<file path="src/common/fcmp_regs.svh">
// fcmp_regs.svh: constants for the floating-point comparator pipeline
// assumes: included by bare name from the package file only
`ifndef FCMP_REGS_SVH
`define FCMP_REGS_SVH
`define FCMP_EXP_W_DEF 8
`define FCMP_MAN_W_DEF 23
`define FCMP_LAT_DEF 3
`define FCMP_LAT_MIN 1
`define FCMP_LAT_MAX 3
`define FCMP_EXP_W_DBL 11
`define FCMP_MAN_W_EXT_MIN 31
`define FCMP_SUM_W_LIMIT 64
`define FCMP_FIFO_DEPTH 8
`define FCMP_FLAG_W 7
`endif

</file>
<file path="src/common/fcmp_pkg.sv">
// fcmp_pkg.sv: types for the floating-point comparator pipeline
// assumes: fcmp_regs.svh on the include path
`include "fcmp_regs.svh"
package fcmp_pkg;
	// relation flags travel together
	typedef struct packed {
		logic eq;
		logic ne;
		logic gt;
		logic ge;
		logic lt;
		logic le;
		logic unord;
	} fcmp_flags_s;
	// ordering class of a decoded operand
	typedef enum logic [2:0] {
		FCMP_CLS_ZERO = 3'h1,
		FCMP_CLS_NUM = 3'h2,
		FCMP_CLS_NAN = 3'h4
	} fcmp_cls_e;
endpackage

</file>
<file path="src/rtl/fcmp_fifo.sv">
// fcmp_fifo.sv: synchronous fifo with valid/ready on both sides
// assumes: one clock, active-low async reset, clear is synchronous
`timescale 1ns/100ps
`default_nettype none
module fcmp_fifo #(
	parameter int WIDTH = 64,
	parameter int DEPTH = 8
) (
	// clock and reset
	input wire logic mclk_in,
	input wire logic rst_b_in,
	input wire logic clr_in,
	// fill side
	input wire logic in_valid_in,
	output logic in_ready_out,
	input wire logic [WIDTH-1:0] in_data_in,
	// drain side
	output logic out_valid_out,
	input wire logic out_ready_in,
	output logic [WIDTH-1:0] out_data_out
);
	localparam int AW = (DEPTH > 1) ? $clog2(DEPTH) : 1;
	logic [WIDTH-1:0] mem_q [DEPTH];
	logic [AW-1:0] wr_q, wr_d, rd_q, rd_d;
	logic [AW:0] cnt_q, cnt_d;
	logic push, pop;

	assign in_ready_out = (cnt_q != AW'(0) + (AW+1)'(DEPTH)) && !clr_in;
	assign out_valid_out = (cnt_q != '0);
	assign out_data_out = mem_q[rd_q];
	assign push = in_valid_in && in_ready_out;
	assign pop = out_valid_out && out_ready_in;

	always_comb begin
		wr_d = wr_q;
		rd_d = rd_q;
		cnt_d = cnt_q;
		if (clr_in) begin
			wr_d = '0;
			rd_d = '0;
			cnt_d = '0;
		end else begin
			if (push) begin
				wr_d = (wr_q == AW'(DEPTH - 1)) ? '0 : wr_q + AW'(1);
			end
			if (pop) begin
				rd_d = (rd_q == AW'(DEPTH - 1)) ? '0 : rd_q + AW'(1);
			end
			cnt_d = cnt_q + (AW+1)'(push) - (AW+1)'(pop);
		end
	end

	always_ff @(posedge mclk_in or negedge rst_b_in) begin
		if (!rst_b_in) begin
			wr_q <= '0;
			rd_q <= '0;
			cnt_q <= '0;
		end else begin
			wr_q <= wr_d;
			rd_q <= rd_d;
			cnt_q <= cnt_d;
		end
	end

	// storage carries no reset
	always_ff @(posedge mclk_in) begin
		if (push) begin
			mem_q[wr_q] <= in_data_in;
		end
	end

	a_fifo_no_overrun: assert property (@(posedge mclk_in) disable iff (!rst_b_in)
		cnt_q <= (AW+1)'(DEPTH)) else $error("fifo count above depth");
endmodule
`default_nettype wire

</file>
<file path="src/rtl/fcmp_pipe.sv">
// fcmp_pipe.sv: pipelined floating-point comparator, flags after LAT cycles
// assumes: operands from logic on mclk_in; the user enable and clear come
// from the same clock domain; a fifo of results feeds the consumer
`timescale 1ns/100ps
`default_nettype none
module fcmp_pipe import fcmp_pkg::*; #(
	parameter int EXP_W = `FCMP_EXP_W_DEF,
	parameter int MAN_W = `FCMP_MAN_W_DEF,
	parameter int LAT = `FCMP_LAT_DEF,
	parameter int DEPTH = `FCMP_FIFO_DEPTH
) (
	// clock and resets
	input wire logic mclk_in,
	input wire logic rst_b_in,
	input wire logic aclr_in,
	input wire logic clk_en_in,
	// operands
	input wire logic [EXP_W+MAN_W:0] opa_in,
	input wire logic [EXP_W+MAN_W:0] opb_in,
	// flags direct from the pipeline
	output fcmp_flags_s flags_out,
	output logic flags_valid_out,
	// buffered flags stream
	output logic res_valid_out,
	input wire logic res_ready_in,
	output fcmp_flags_s res_flags_out,
	output logic stall_out
);
	localparam int W = EXP_W + MAN_W + 1;
	localparam logic [EXP_W-1:0] BIAS = EXP_W'((1 << (EXP_W - 1)) - 1);
	localparam logic [EXP_W-1:0] EXP_ALL1 = '1;

	// elaboration checks on the widths and latency
	initial begin
		if (LAT < `FCMP_LAT_MIN || LAT > `FCMP_LAT_MAX) begin
			$error("latency must be 1, 2 or 3");
		end
		if (EXP_W >= MAN_W || EXP_W + MAN_W >= `FCMP_SUM_W_LIMIT) begin
			$error("exponent width out of range");
		end
		if (!(EXP_W == `FCMP_EXP_W_DEF && MAN_W == `FCMP_MAN_W_DEF) &&
			MAN_W < `FCMP_MAN_W_EXT_MIN) begin
			$error("mantissa width out of range");
		end
	end

	// async clear merged with system reset
	logic arst_b;
	assign arst_b = rst_b_in && !aclr_in;

	// operand fields, sign at the top
	logic sa, sb;
	logic [EXP_W-1:0] ea, eb;
	logic [MAN_W-1:0] ma, mb;
	assign sa = opa_in[W-1];
	assign sb = opb_in[W-1];
	assign ea = opa_in[W-2:MAN_W];
	assign eb = opb_in[W-2:MAN_W];
	assign ma = opa_in[MAN_W-1:0];
	assign mb = opb_in[MAN_W-1:0];

	function automatic fcmp_cls_e classify(input logic [EXP_W-1:0] e,
		input logic [MAN_W-1:0] m);
		fcmp_cls_e c;
		c = FCMP_CLS_NUM;
		if (e == '0) begin
			c = FCMP_CLS_ZERO;
		end else if (e == EXP_ALL1 && m != '0) begin
			c = FCMP_CLS_NAN;
		end
		return c;
	endfunction

	fcmp_cls_e ca, cb;
	assign ca = classify(ea, ma);
	assign cb = classify(eb, mb);

	// combinational compare of the input pair, straight from opa_in and opb_in
	fcmp_flags_s raw;
	logic [W-2:0] mag_a, mag_b;
	logic a_neg, b_neg, mag_gt, mag_eq, agt, aeq;
	always_comb begin
		raw = '0;
		// flushed denormals and signed zeros collapse to plain zero
		mag_a = (ca == FCMP_CLS_ZERO) ? '0 : opa_in[W-2:0];
		mag_b = (cb == FCMP_CLS_ZERO) ? '0 : opb_in[W-2:0];
		a_neg = sa && (mag_a != '0);
		b_neg = sb && (mag_b != '0);
		mag_gt = mag_a > mag_b;
		mag_eq = mag_a == mag_b;
		aeq = mag_eq && (a_neg == b_neg);
		// infinities sit at the magnitude top, so the magnitude compare covers them
		if (a_neg != b_neg) begin
			agt = b_neg;
		end else if (a_neg) begin
			agt = !mag_gt && !mag_eq;
		end else begin
			agt = mag_gt;
		end
		if (ca == FCMP_CLS_NAN || cb == FCMP_CLS_NAN) begin
			raw.unord = 1'b1;
			raw.ne = 1'b1;
		end else begin
			raw.eq = aeq;
			raw.gt = agt;
			raw.ge = agt || aeq;
			raw.lt = !agt && !aeq;
			raw.le = !agt;
			raw.ne = !aeq;
		end
	end

	// delay line, depth LAT, with valid tag
	fcmp_flags_s stg_q [LAT];
	fcmp_flags_s stg_d [LAT];
	logic [LAT-1:0] vld_q, vld_d;
	logic fifo_ready, adv;
	assign adv = clk_en_in && fifo_ready;
	assign stall_out = clk_en_in && !fifo_ready;

	genvar gi;
	generate
		for (gi = 0; gi < LAT; gi++) begin : g_stage
			always_comb begin
				stg_d[gi] = stg_q[gi];
				vld_d[gi] = vld_q[gi];
				if (adv) begin
					stg_d[gi] = (gi == 0) ? raw : stg_q[(gi == 0) ? 0 : gi-1];
					vld_d[gi] = (gi == 0) ? 1'b1 : vld_q[(gi == 0) ? 0 : gi-1];
				end
			end
			always_ff @(posedge mclk_in or negedge arst_b) begin
				if (!arst_b) begin
					stg_q[gi] <= '0;
					vld_q[gi] <= 1'b0;
				end else begin
					stg_q[gi] <= stg_d[gi];
					vld_q[gi] <= vld_d[gi];
				end
			end
		end
	endgenerate

	assign flags_out = stg_q[LAT-1];
	// marks the end of start-up after clear
	assign flags_valid_out = vld_q[LAT-1];

	// push each result once, on the advance that moves it out of the pipe end
	logic push;
	assign push = adv && vld_q[LAT-1];

	fcmp_fifo #(
		.WIDTH(`FCMP_FLAG_W),
		.DEPTH(DEPTH)
	) u_fifo (
		.mclk_in(mclk_in),
		.rst_b_in(rst_b_in),
		.clr_in(aclr_in),
		.in_valid_in(push),
		.in_ready_out(fifo_ready),
		.in_data_in(flags_out),
		.out_valid_out(res_valid_out),
		.out_ready_in(res_ready_in),
		.out_data_out(res_flags_out)
	);

	// checks
	// helper: run of back-to-back advancing edges, saturating at LAT
	localparam int CW = $clog2(LAT + 1);
	logic [CW-1:0] adv_run_q, adv_run_d;
	always_comb begin
		adv_run_d = '0;
		if (adv) begin
			adv_run_d = (adv_run_q == CW'(LAT)) ? adv_run_q : adv_run_q + CW'(1);
		end
	end
	always_ff @(posedge mclk_in or negedge arst_b) begin
		if (!arst_b) begin
			adv_run_q <= '0;
		end else begin
			adv_run_q <= adv_run_d;
		end
	end

	// helper: order keys, a plain unsigned compare of them is float order
	logic [W-1:0] key_a, key_b;
	always_comb begin
		key_a = {1'b1, mag_a};
		key_b = {1'b1, mag_b};
		if (a_neg) begin
			key_a = {1'b0, ~mag_a};
		end
		if (b_neg) begin
			key_b = {1'b0, ~mag_b};
		end
	end

	// pipeline timing
	a_lat_exact: assert property (@(posedge mclk_in) disable iff (!arst_b)
		(adv_run_q == CW'(LAT)) |-> flags_out == $past(raw, LAT))
		else $error("flags not at configured latency");
	a_stage_cap: assert property (@(posedge mclk_in) disable iff (!arst_b)
		adv |=> stg_q[0] == $past(raw))
		else $error("pair not captured on advance");
	for (gi = 1; gi < LAT; gi++) begin : g_stage_chk
		a_stage_move: assert property (@(posedge mclk_in) disable iff (!arst_b)
			adv |=> stg_q[gi] == $past(stg_q[gi-1]))
			else $error("stage word did not move on");
	end
	a_hold_idle: assert property (@(posedge mclk_in) disable iff (!arst_b)
		!adv |=> $stable(flags_out) && $stable(flags_valid_out))
		else $error("flags moved while disabled");
	a_cap_hold: assert property (@(posedge mclk_in) disable iff (!arst_b)
		!adv |=> stg_q[0] == $past(stg_q[0]))
		else $error("first stage moved while held");
	a_stall_hold: assert property (@(posedge mclk_in) disable iff (!arst_b)
		stall_out |=> $stable(flags_out))
		else $error("flags moved during stall");
	a_clear_zero: assert property (@(posedge mclk_in)
		!arst_b |-> flags_valid_out == 1'b0 && flags_out == '0)
		else $error("clear did not empty pipe");
	a_wake_lat: assert property (@(posedge mclk_in) disable iff (!arst_b)
		(adv_run_q == CW'(LAT)) |-> flags_valid_out)
		else $error("no result after clear release");
	a_valid_keep: assert property (@(posedge mclk_in) disable iff (!arst_b)
		flags_valid_out |=> flags_valid_out)
		else $error("result valid dropped");
	a_idle_zero: assert property (@(posedge mclk_in) disable iff (!arst_b)
		!flags_valid_out |-> flags_out == '0)
		else $error("start-up flags not zero");

	// flags of the current pair
	a_eq_ne: assert property (@(posedge mclk_in) disable iff (!arst_b)
		raw.eq != raw.ne || raw.unord)
		else $error("equal and not-equal clash");
	a_ne_join: assert property (@(posedge mclk_in) disable iff (!arst_b)
		raw.ne == !raw.eq)
		else $error("not-equal is not the inverse of equal");
	a_gt_lt: assert property (@(posedge mclk_in) disable iff (!arst_b)
		!raw.unord |-> (raw.gt + raw.lt + raw.eq) == 2'h1)
		else $error("order flags not exclusive");
	a_ge_join: assert property (@(posedge mclk_in) disable iff (!arst_b)
		raw.ge == (raw.gt || raw.eq) && raw.le == (raw.lt || raw.eq))
		else $error("ge or le mismatch");
	a_ge_le_eq: assert property (@(posedge mclk_in) disable iff (!arst_b)
		raw.ge && raw.le |-> raw.eq)
		else $error("ge and le without equal");
	a_lt_order: assert property (@(posedge mclk_in) disable iff (!arst_b)
		(ca == FCMP_CLS_NUM && cb == FCMP_CLS_NUM && sa && !sb) |-> raw.lt)
		else $error("negative not below positive");
	a_neg_order: assert property (@(posedge mclk_in) disable iff (!arst_b)
		(ca == FCMP_CLS_NUM && cb == FCMP_CLS_NUM && sa && sb && mag_a < mag_b) |-> raw.gt)
		else $error("negative order wrong");
	a_pos_order: assert property (@(posedge mclk_in) disable iff (!arst_b)
		(ca == FCMP_CLS_NUM && cb == FCMP_CLS_NUM && !sa && !sb && mag_a < mag_b)
		|-> raw.lt && raw.le && !raw.ge) else $error("positive order wrong");
	a_le_zero: assert property (@(posedge mclk_in) disable iff (!arst_b)
		(ca == FCMP_CLS_ZERO && cb == FCMP_CLS_ZERO) |-> raw.le && raw.eq)
		else $error("zeros not equal");
	a_denorm_eq: assert property (@(posedge mclk_in) disable iff (!arst_b)
		(ca == FCMP_CLS_ZERO && cb == FCMP_CLS_ZERO && opa_in != opb_in) |-> raw.eq)
		else $error("flushed operands not equal");
	a_zero_sign: assert property (@(posedge mclk_in) disable iff (!arst_b)
		(ca == FCMP_CLS_ZERO && cb == FCMP_CLS_ZERO && sa != sb) |-> raw.eq)
		else $error("signed zeros not equal");
	a_nan_flags: assert property (@(posedge mclk_in) disable iff (!arst_b)
		(ca == FCMP_CLS_NAN) |-> raw.unord && raw.ne && !raw.ge && !raw.le)
		else $error("nan flags wrong");
	a_nan_b: assert property (@(posedge mclk_in) disable iff (!arst_b)
		(cb == FCMP_CLS_NAN) |-> raw.unord && raw.ne && !raw.eq && !raw.gt && !raw.lt)
		else $error("nan on b flags wrong");
	a_nan_excl: assert property (@(posedge mclk_in) disable iff (!arst_b)
		raw.unord |-> !raw.ge && !raw.le && !raw.lt && !raw.gt && !raw.eq)
		else $error("unordered with order flag");
	a_ne_diff: assert property (@(posedge mclk_in) disable iff (!arst_b)
		(ca == FCMP_CLS_NUM && opa_in != opb_in && cb == FCMP_CLS_NUM) |-> raw.ne)
		else $error("distinct numbers not unequal");
	a_bias_const: assert property (@(posedge mclk_in) disable iff (!arst_b)
		(ea == BIAS && eb == BIAS && !sa && !sb && ma > mb) |-> raw.gt)
		else $error("same-exponent order wrong");
	a_inf_sign: assert property (@(posedge mclk_in) disable iff (!arst_b)
		(ea == EXP_ALL1 && ma == '0 && sa && eb == EXP_ALL1 && mb == '0 && !sb)
		|-> raw.lt) else $error("infinities misordered");
	a_inf_pos: assert property (@(posedge mclk_in) disable iff (!arst_b)
		(ea == EXP_ALL1 && ma == '0 && !sa && eb == EXP_ALL1 && mb == '0 && sb)
		|-> raw.gt) else $error("positive infinity not above");

	// against the order keys
	a_key_eq: assert property (@(posedge mclk_in) disable iff (!arst_b)
		!raw.unord |-> raw.eq == (key_a == key_b))
		else $error("equal flag disagrees with keys");
	a_key_gt: assert property (@(posedge mclk_in) disable iff (!arst_b)
		!raw.unord |-> raw.gt == (key_a > key_b))
		else $error("greater flag disagrees with keys");
	a_key_lt: assert property (@(posedge mclk_in) disable iff (!arst_b)
		!raw.unord |-> raw.lt == (key_a < key_b))
		else $error("less flag disagrees with keys");

	// flags at the pipe end
	a_unord_ne: assert property (@(posedge mclk_in) disable iff (!arst_b)
		flags_out.unord |-> flags_out.ne && !flags_out.eq && !flags_out.gt)
		else $error("unordered leaves order flags");
	a_out_excl: assert property (@(posedge mclk_in) disable iff (!arst_b)
		flags_valid_out && !flags_out.unord
		|-> (flags_out.gt + flags_out.lt + flags_out.eq) == 2'h1)
		else $error("output order flags not exclusive");
	a_out_ge_le: assert property (@(posedge mclk_in) disable iff (!arst_b)
		flags_out.ge == (flags_out.gt || flags_out.eq)
		&& flags_out.le == (flags_out.lt || flags_out.eq))
		else $error("output ge or le mismatch");
	a_out_ne: assert property (@(posedge mclk_in) disable iff (!arst_b)
		flags_valid_out |-> flags_out.ne == !flags_out.eq)
		else $error("output not-equal wrong");

	c_equal: cover property (@(posedge mclk_in) disable iff (!arst_b) flags_out.eq);
	c_nan: cover property (@(posedge mclk_in) disable iff (!arst_b) flags_out.unord);
	c_stall: cover property (@(posedge mclk_in) disable iff (!arst_b) stall_out);
	c_denorm: cover property (@(posedge mclk_in) disable iff (!arst_b)
		ea == '0 && ma != '0 && eb == '0 && mb != '0 && ma != mb);
	c_wake: cover property (@(posedge mclk_in) disable iff (!arst_b)
		adv_run_q == CW'(LAT) && flags_valid_out);
endmodule
`default_nettype wire
</file>
<file path="config.mk">
export PLATFORM = sky130hd
export DESIGN_NAME = fcmp_pipe
export DESIGN_NICKNAME = d
export VERILOG_FILES = /design/src/common/fcmp_pkg.sv /design/src/rtl/fcmp_fifo.sv /design/src/rtl/fcmp_pipe.sv
export VERILOG_INCLUDE_DIRS = /design/src /design/src/common
export SDC_FILE = /design/constraint.sdc
export NUM_CORES = 1
export LEC_CHECK = 0
export ABC_AREA = 1
export BUFFER_PORTS_ARGS = -buffer_cell sky130_fd_sc_hd__buf_4
export CORE_AREA = 2 2 118 120
export CTS_BUF_LIST = sky130_fd_sc_hd__clkbuf_4 sky130_fd_sc_hd__clkbuf_8
export CTS_CLUSTER_DIAMETER = 30
export DETAILED_ROUTE_END_ITERATION = 10
export DIE_AREA = 0 0 120 122
export GPL_TIMING_DRIVEN = 0
export PLACE_DENSITY = 0.65
export SLEW_MARGIN = 20
export SYNTH_ARGS = -nofsm -noshare
export SYNTH_HDL_FRONTEND = slang
export SYNTH_SLANG_ARGS = --single-unit
</file>
<file path="constraint.sdc">
create_clock -name mclk_in -period 3.03 [get_ports mclk_in]
set_input_delay 0.4545 -clock mclk_in [delete_from_list [all_inputs] [get_ports mclk_in]]
set_output_delay 0.4545 -clock mclk_in [all_outputs]
set_load 0.05 [all_outputs]
</file>
==> out/results.ini <==
[synthesis]
syn_inst=618
syn-cell-area_sq_mm=0.005216
synth_nets=729
ys_ff_latch=90
synth.most_common_cell=nand2_1
yosysSeqAreaShare_pct=48.55
yosysUniqueCellTypes=30
synth_area_leaders=edfxtp_1 (32%), dfrtp_1 (16%), ha_1 (9.8%), nand2_1 (9.4%), nor2_1 (8.0%)
ys.flop_type=edfxtp_1
synthTopCellsByCount=nand2_1 (131), nor2_1 (111), inv_1 (76)
ys_async_sr_fraction_pct=37.78
synth_top_area_share_pct=32.24
synth_top_area_cell=edfxtp_1
synth_edf_count=56
syn_avg_cell_area_sq_um=8.441
yosys_warnings=0

[timing]
slew_headroom_pct=50.70
grt_setup_unrepaired=false
fin_ws_ns=0.4391
worst_pin_slew_ns=0.7368
finClkSkew_ns=0.01656
finalHoldViolations=0
fmax_mhz=386.0
setup-tns-final_ns=0
min_period_ns=2.591
setup_viol=0
slew_violations=0
period_share_pct=85.51

[worst_setup_path]
end_kind=flip-flop
cp-start-kind=input port
max_stage_delay_ns=0.45
path_class=input port to flip-flop
crit_path_frequent_cell=nand2_1
crit_required_ns=3.27
critPathSlowestCell=buf_1
critPathArrivalTime_ns=2.83
critical_path.max_fanout=10
path_cells=buf_4 > nor2_1 > nand2_1 > nor2_4 > buf_1 > nor2_1 > ha_1 > nand2_1 > inv_1 > a21oi_1 > nand2_1 > nand2_1 > nand2_1 > nand2_1 > nand2_1 > nand2_1 > nand3_1 > nand2_1 > o21ai_2

[clock_tree]
htree_levels=3
cts.sinks=90
cts_root_buf=clkbuf_8
numCtsBuffers=9
cts_resized=0
clk_latency_ns=0.36
clkTransAtPathRegs_ns=0.09
clock_path_buffers=2
cts_tree=done

[floorplan]
io_pins=86
num_rows=43
coreArea_sq_mm=0.01350
start_util_pct=38.63
die_h_um=122
die_w_um=120
die-area_sq_mm=0.01464

[power]
pwr_density_cell_mw_per_mm2=628.3
clock_power_share_pct=19.2
power_frac_comb_pct=38.6
switching_power_uw=1584
max-vdd-ir-drop_v=0.0002287
p_seq_share_pct=42.2
cellInternalPower_uw=2365
p_leak_uw=0.003003
sw_frac_of_total_pct=40.11

[flow_run]
drv_cap=0

[status]
outcome=finished clean

[finish]
ff_latch_area_sq_mm=0.002532
design_area_sq_mm=0.006285
fin_util_pct=46.54
nNetsFinal=826
multiInputGateArea_sq_mm=0.002238
fill_cells=1319
layout-drive-gt1-share_pct=18.75
area_growth_pct=20.48
n_antenna_cell=0

[grt]
grt_max_degree=25
grt_pass1_wl_um=20110
grt.overflow.total=0
antenna_found_initial=0
grtUsageTotal_pct=17.20
grt_pass1_vias=4294

[detailed_routing]
antenna_left=0
wl_per_cell_um=13.27
routed_wl_um=11940
drc=0
drt_iter0_markers=366
vias=4327
drt_pass1_iterations=5
via_per_inst=4.808

[placed_design]
routabilityCongestion=0.8781
place_area_sq_mm=0.006087
pre_cts_ws_ns=0.09077
portBuffers=85
dp_hpwl_um=9464

[min_path]
min_path_type=input port to async pin

-- cell families after synthesis --
kind of cell / count (synthesis) / synth area share [%]
simple gates: 292 / 23.96
buf+inv: 113 / 8.779
compound gates: 81 / 8.491
flops: 90 / 48.55
fa+ha+maj: 42 / 10.22
-- through the flow --
stage / hold slack, ns / cells / total power (uW)
after floorplan: 0.1589 / 618 / 2720
after global placement: 0.2948 / 883 / 3177
after detailed placement: 0.2999 / 883 / 3223
after CTS: 0.2855 / 900 / 3975
after global routing: 0.2833 / 900 / 4213
final: 0.2832 / 900 / 3949
-- cell usage in the layout, fill, tap and decap left out, types with 4 or more instances in the layout --
master / count
clkbuf_1: 16
dfrtp_1: 34
nand3_1: 14
o21ai_0: 45
nand4_1: 11
nor4_1: 7
edfxtp_1: 56
inv_2: 6
ha_1: 41
nand2_1: 131
nor2_1: 110
a31oi_1: 7
inv_1: 76
buf_4: 92
nand3_2: 6
clkbuf_8: 9
nor3_1: 4
buf_2: 6
a21oi_1: 13
o22ai_1: 10
-- layer usage --
metal | vias up | GRT usage, % | part of all wire, %
met5 | - | 0 | 0
met4 | 0 | 4.412 | 1.6
met3 | 15 | 2.528 | 3.9
met2 | 104 | 30.65 | 50
met1 | 1998 | 21.90 | 45
li1 | 2210 | - | -
-- power by group through the flow --
stage | logic, uW | clock network (uW) | registers [uW]
floorplan | 1060 | 0 | 1660
global placement | 1490 | 0 | 1690
detailed placement | 1530 | 0 | 1700
CTS | 1530 | 769 | 1670
global route | 1700 | 820 | 1700
finish | 1530 | 757 | 1670
-- path summary, 6_finish.rpt --
| check | from | end | slack (ns) | cells past startpoint |
|---|---|---|---|---|
| max | opa_in[24] | stg_q[15] | 0.44 | 19 |
| max in group asynchronous | rst_b_in | flags_out[6] | 1.64 | 4 |
| min in group mclk_in | aclr_in | u_fifo.cnt_q[1] | 0.30 | 2 |
| min | aclr_in | flags_out[0] | 0.28 | 2 |
| min reg2reg | vld_q[0] | vld_q[0] | 0.46 | 2 |
| max reg2reg | u_fifo.cnt_q[2] | u_fifo.mem_q[0][2] | 0.68 | 9 |
-- timing repair --
item	CTS	global route
hold buffers	1	0
endpoints found under the hold margin	10	0
setup buffers	0	0
-- registers in the layout, summed over array words and instances (netlist names) --
register	cells
u_fifo.wr_q	3
u_fifo.mem_q	56
flags_out	7
u_fifo.cnt_q	4
stg_q	14
u_fifo.rd_q	3
flags_valid_out	1
vld_q	2
-- area by class of cell --
cell class	instances	area share, %
clock inverter	7	0.9357
tap	180	3.584
timing repair buffer	86	10.31
inverter	82	4.897
clock buffer	9	1.971
sequential	90	40.29
multi-input combinational	415	35.62
buffer	31	2.389
-- critical path: cells and delay by family --
family                   cells  cell delay [ns]
buffers and inverters        3             0.64
adder cells (fa/ha/maj)      1             0.32
AND/OR/NAND/NOR             13             1.21
AO/OA/AOI/OAI                2             0.20
No activity file was read; power rests on OpenSTA's default activity.
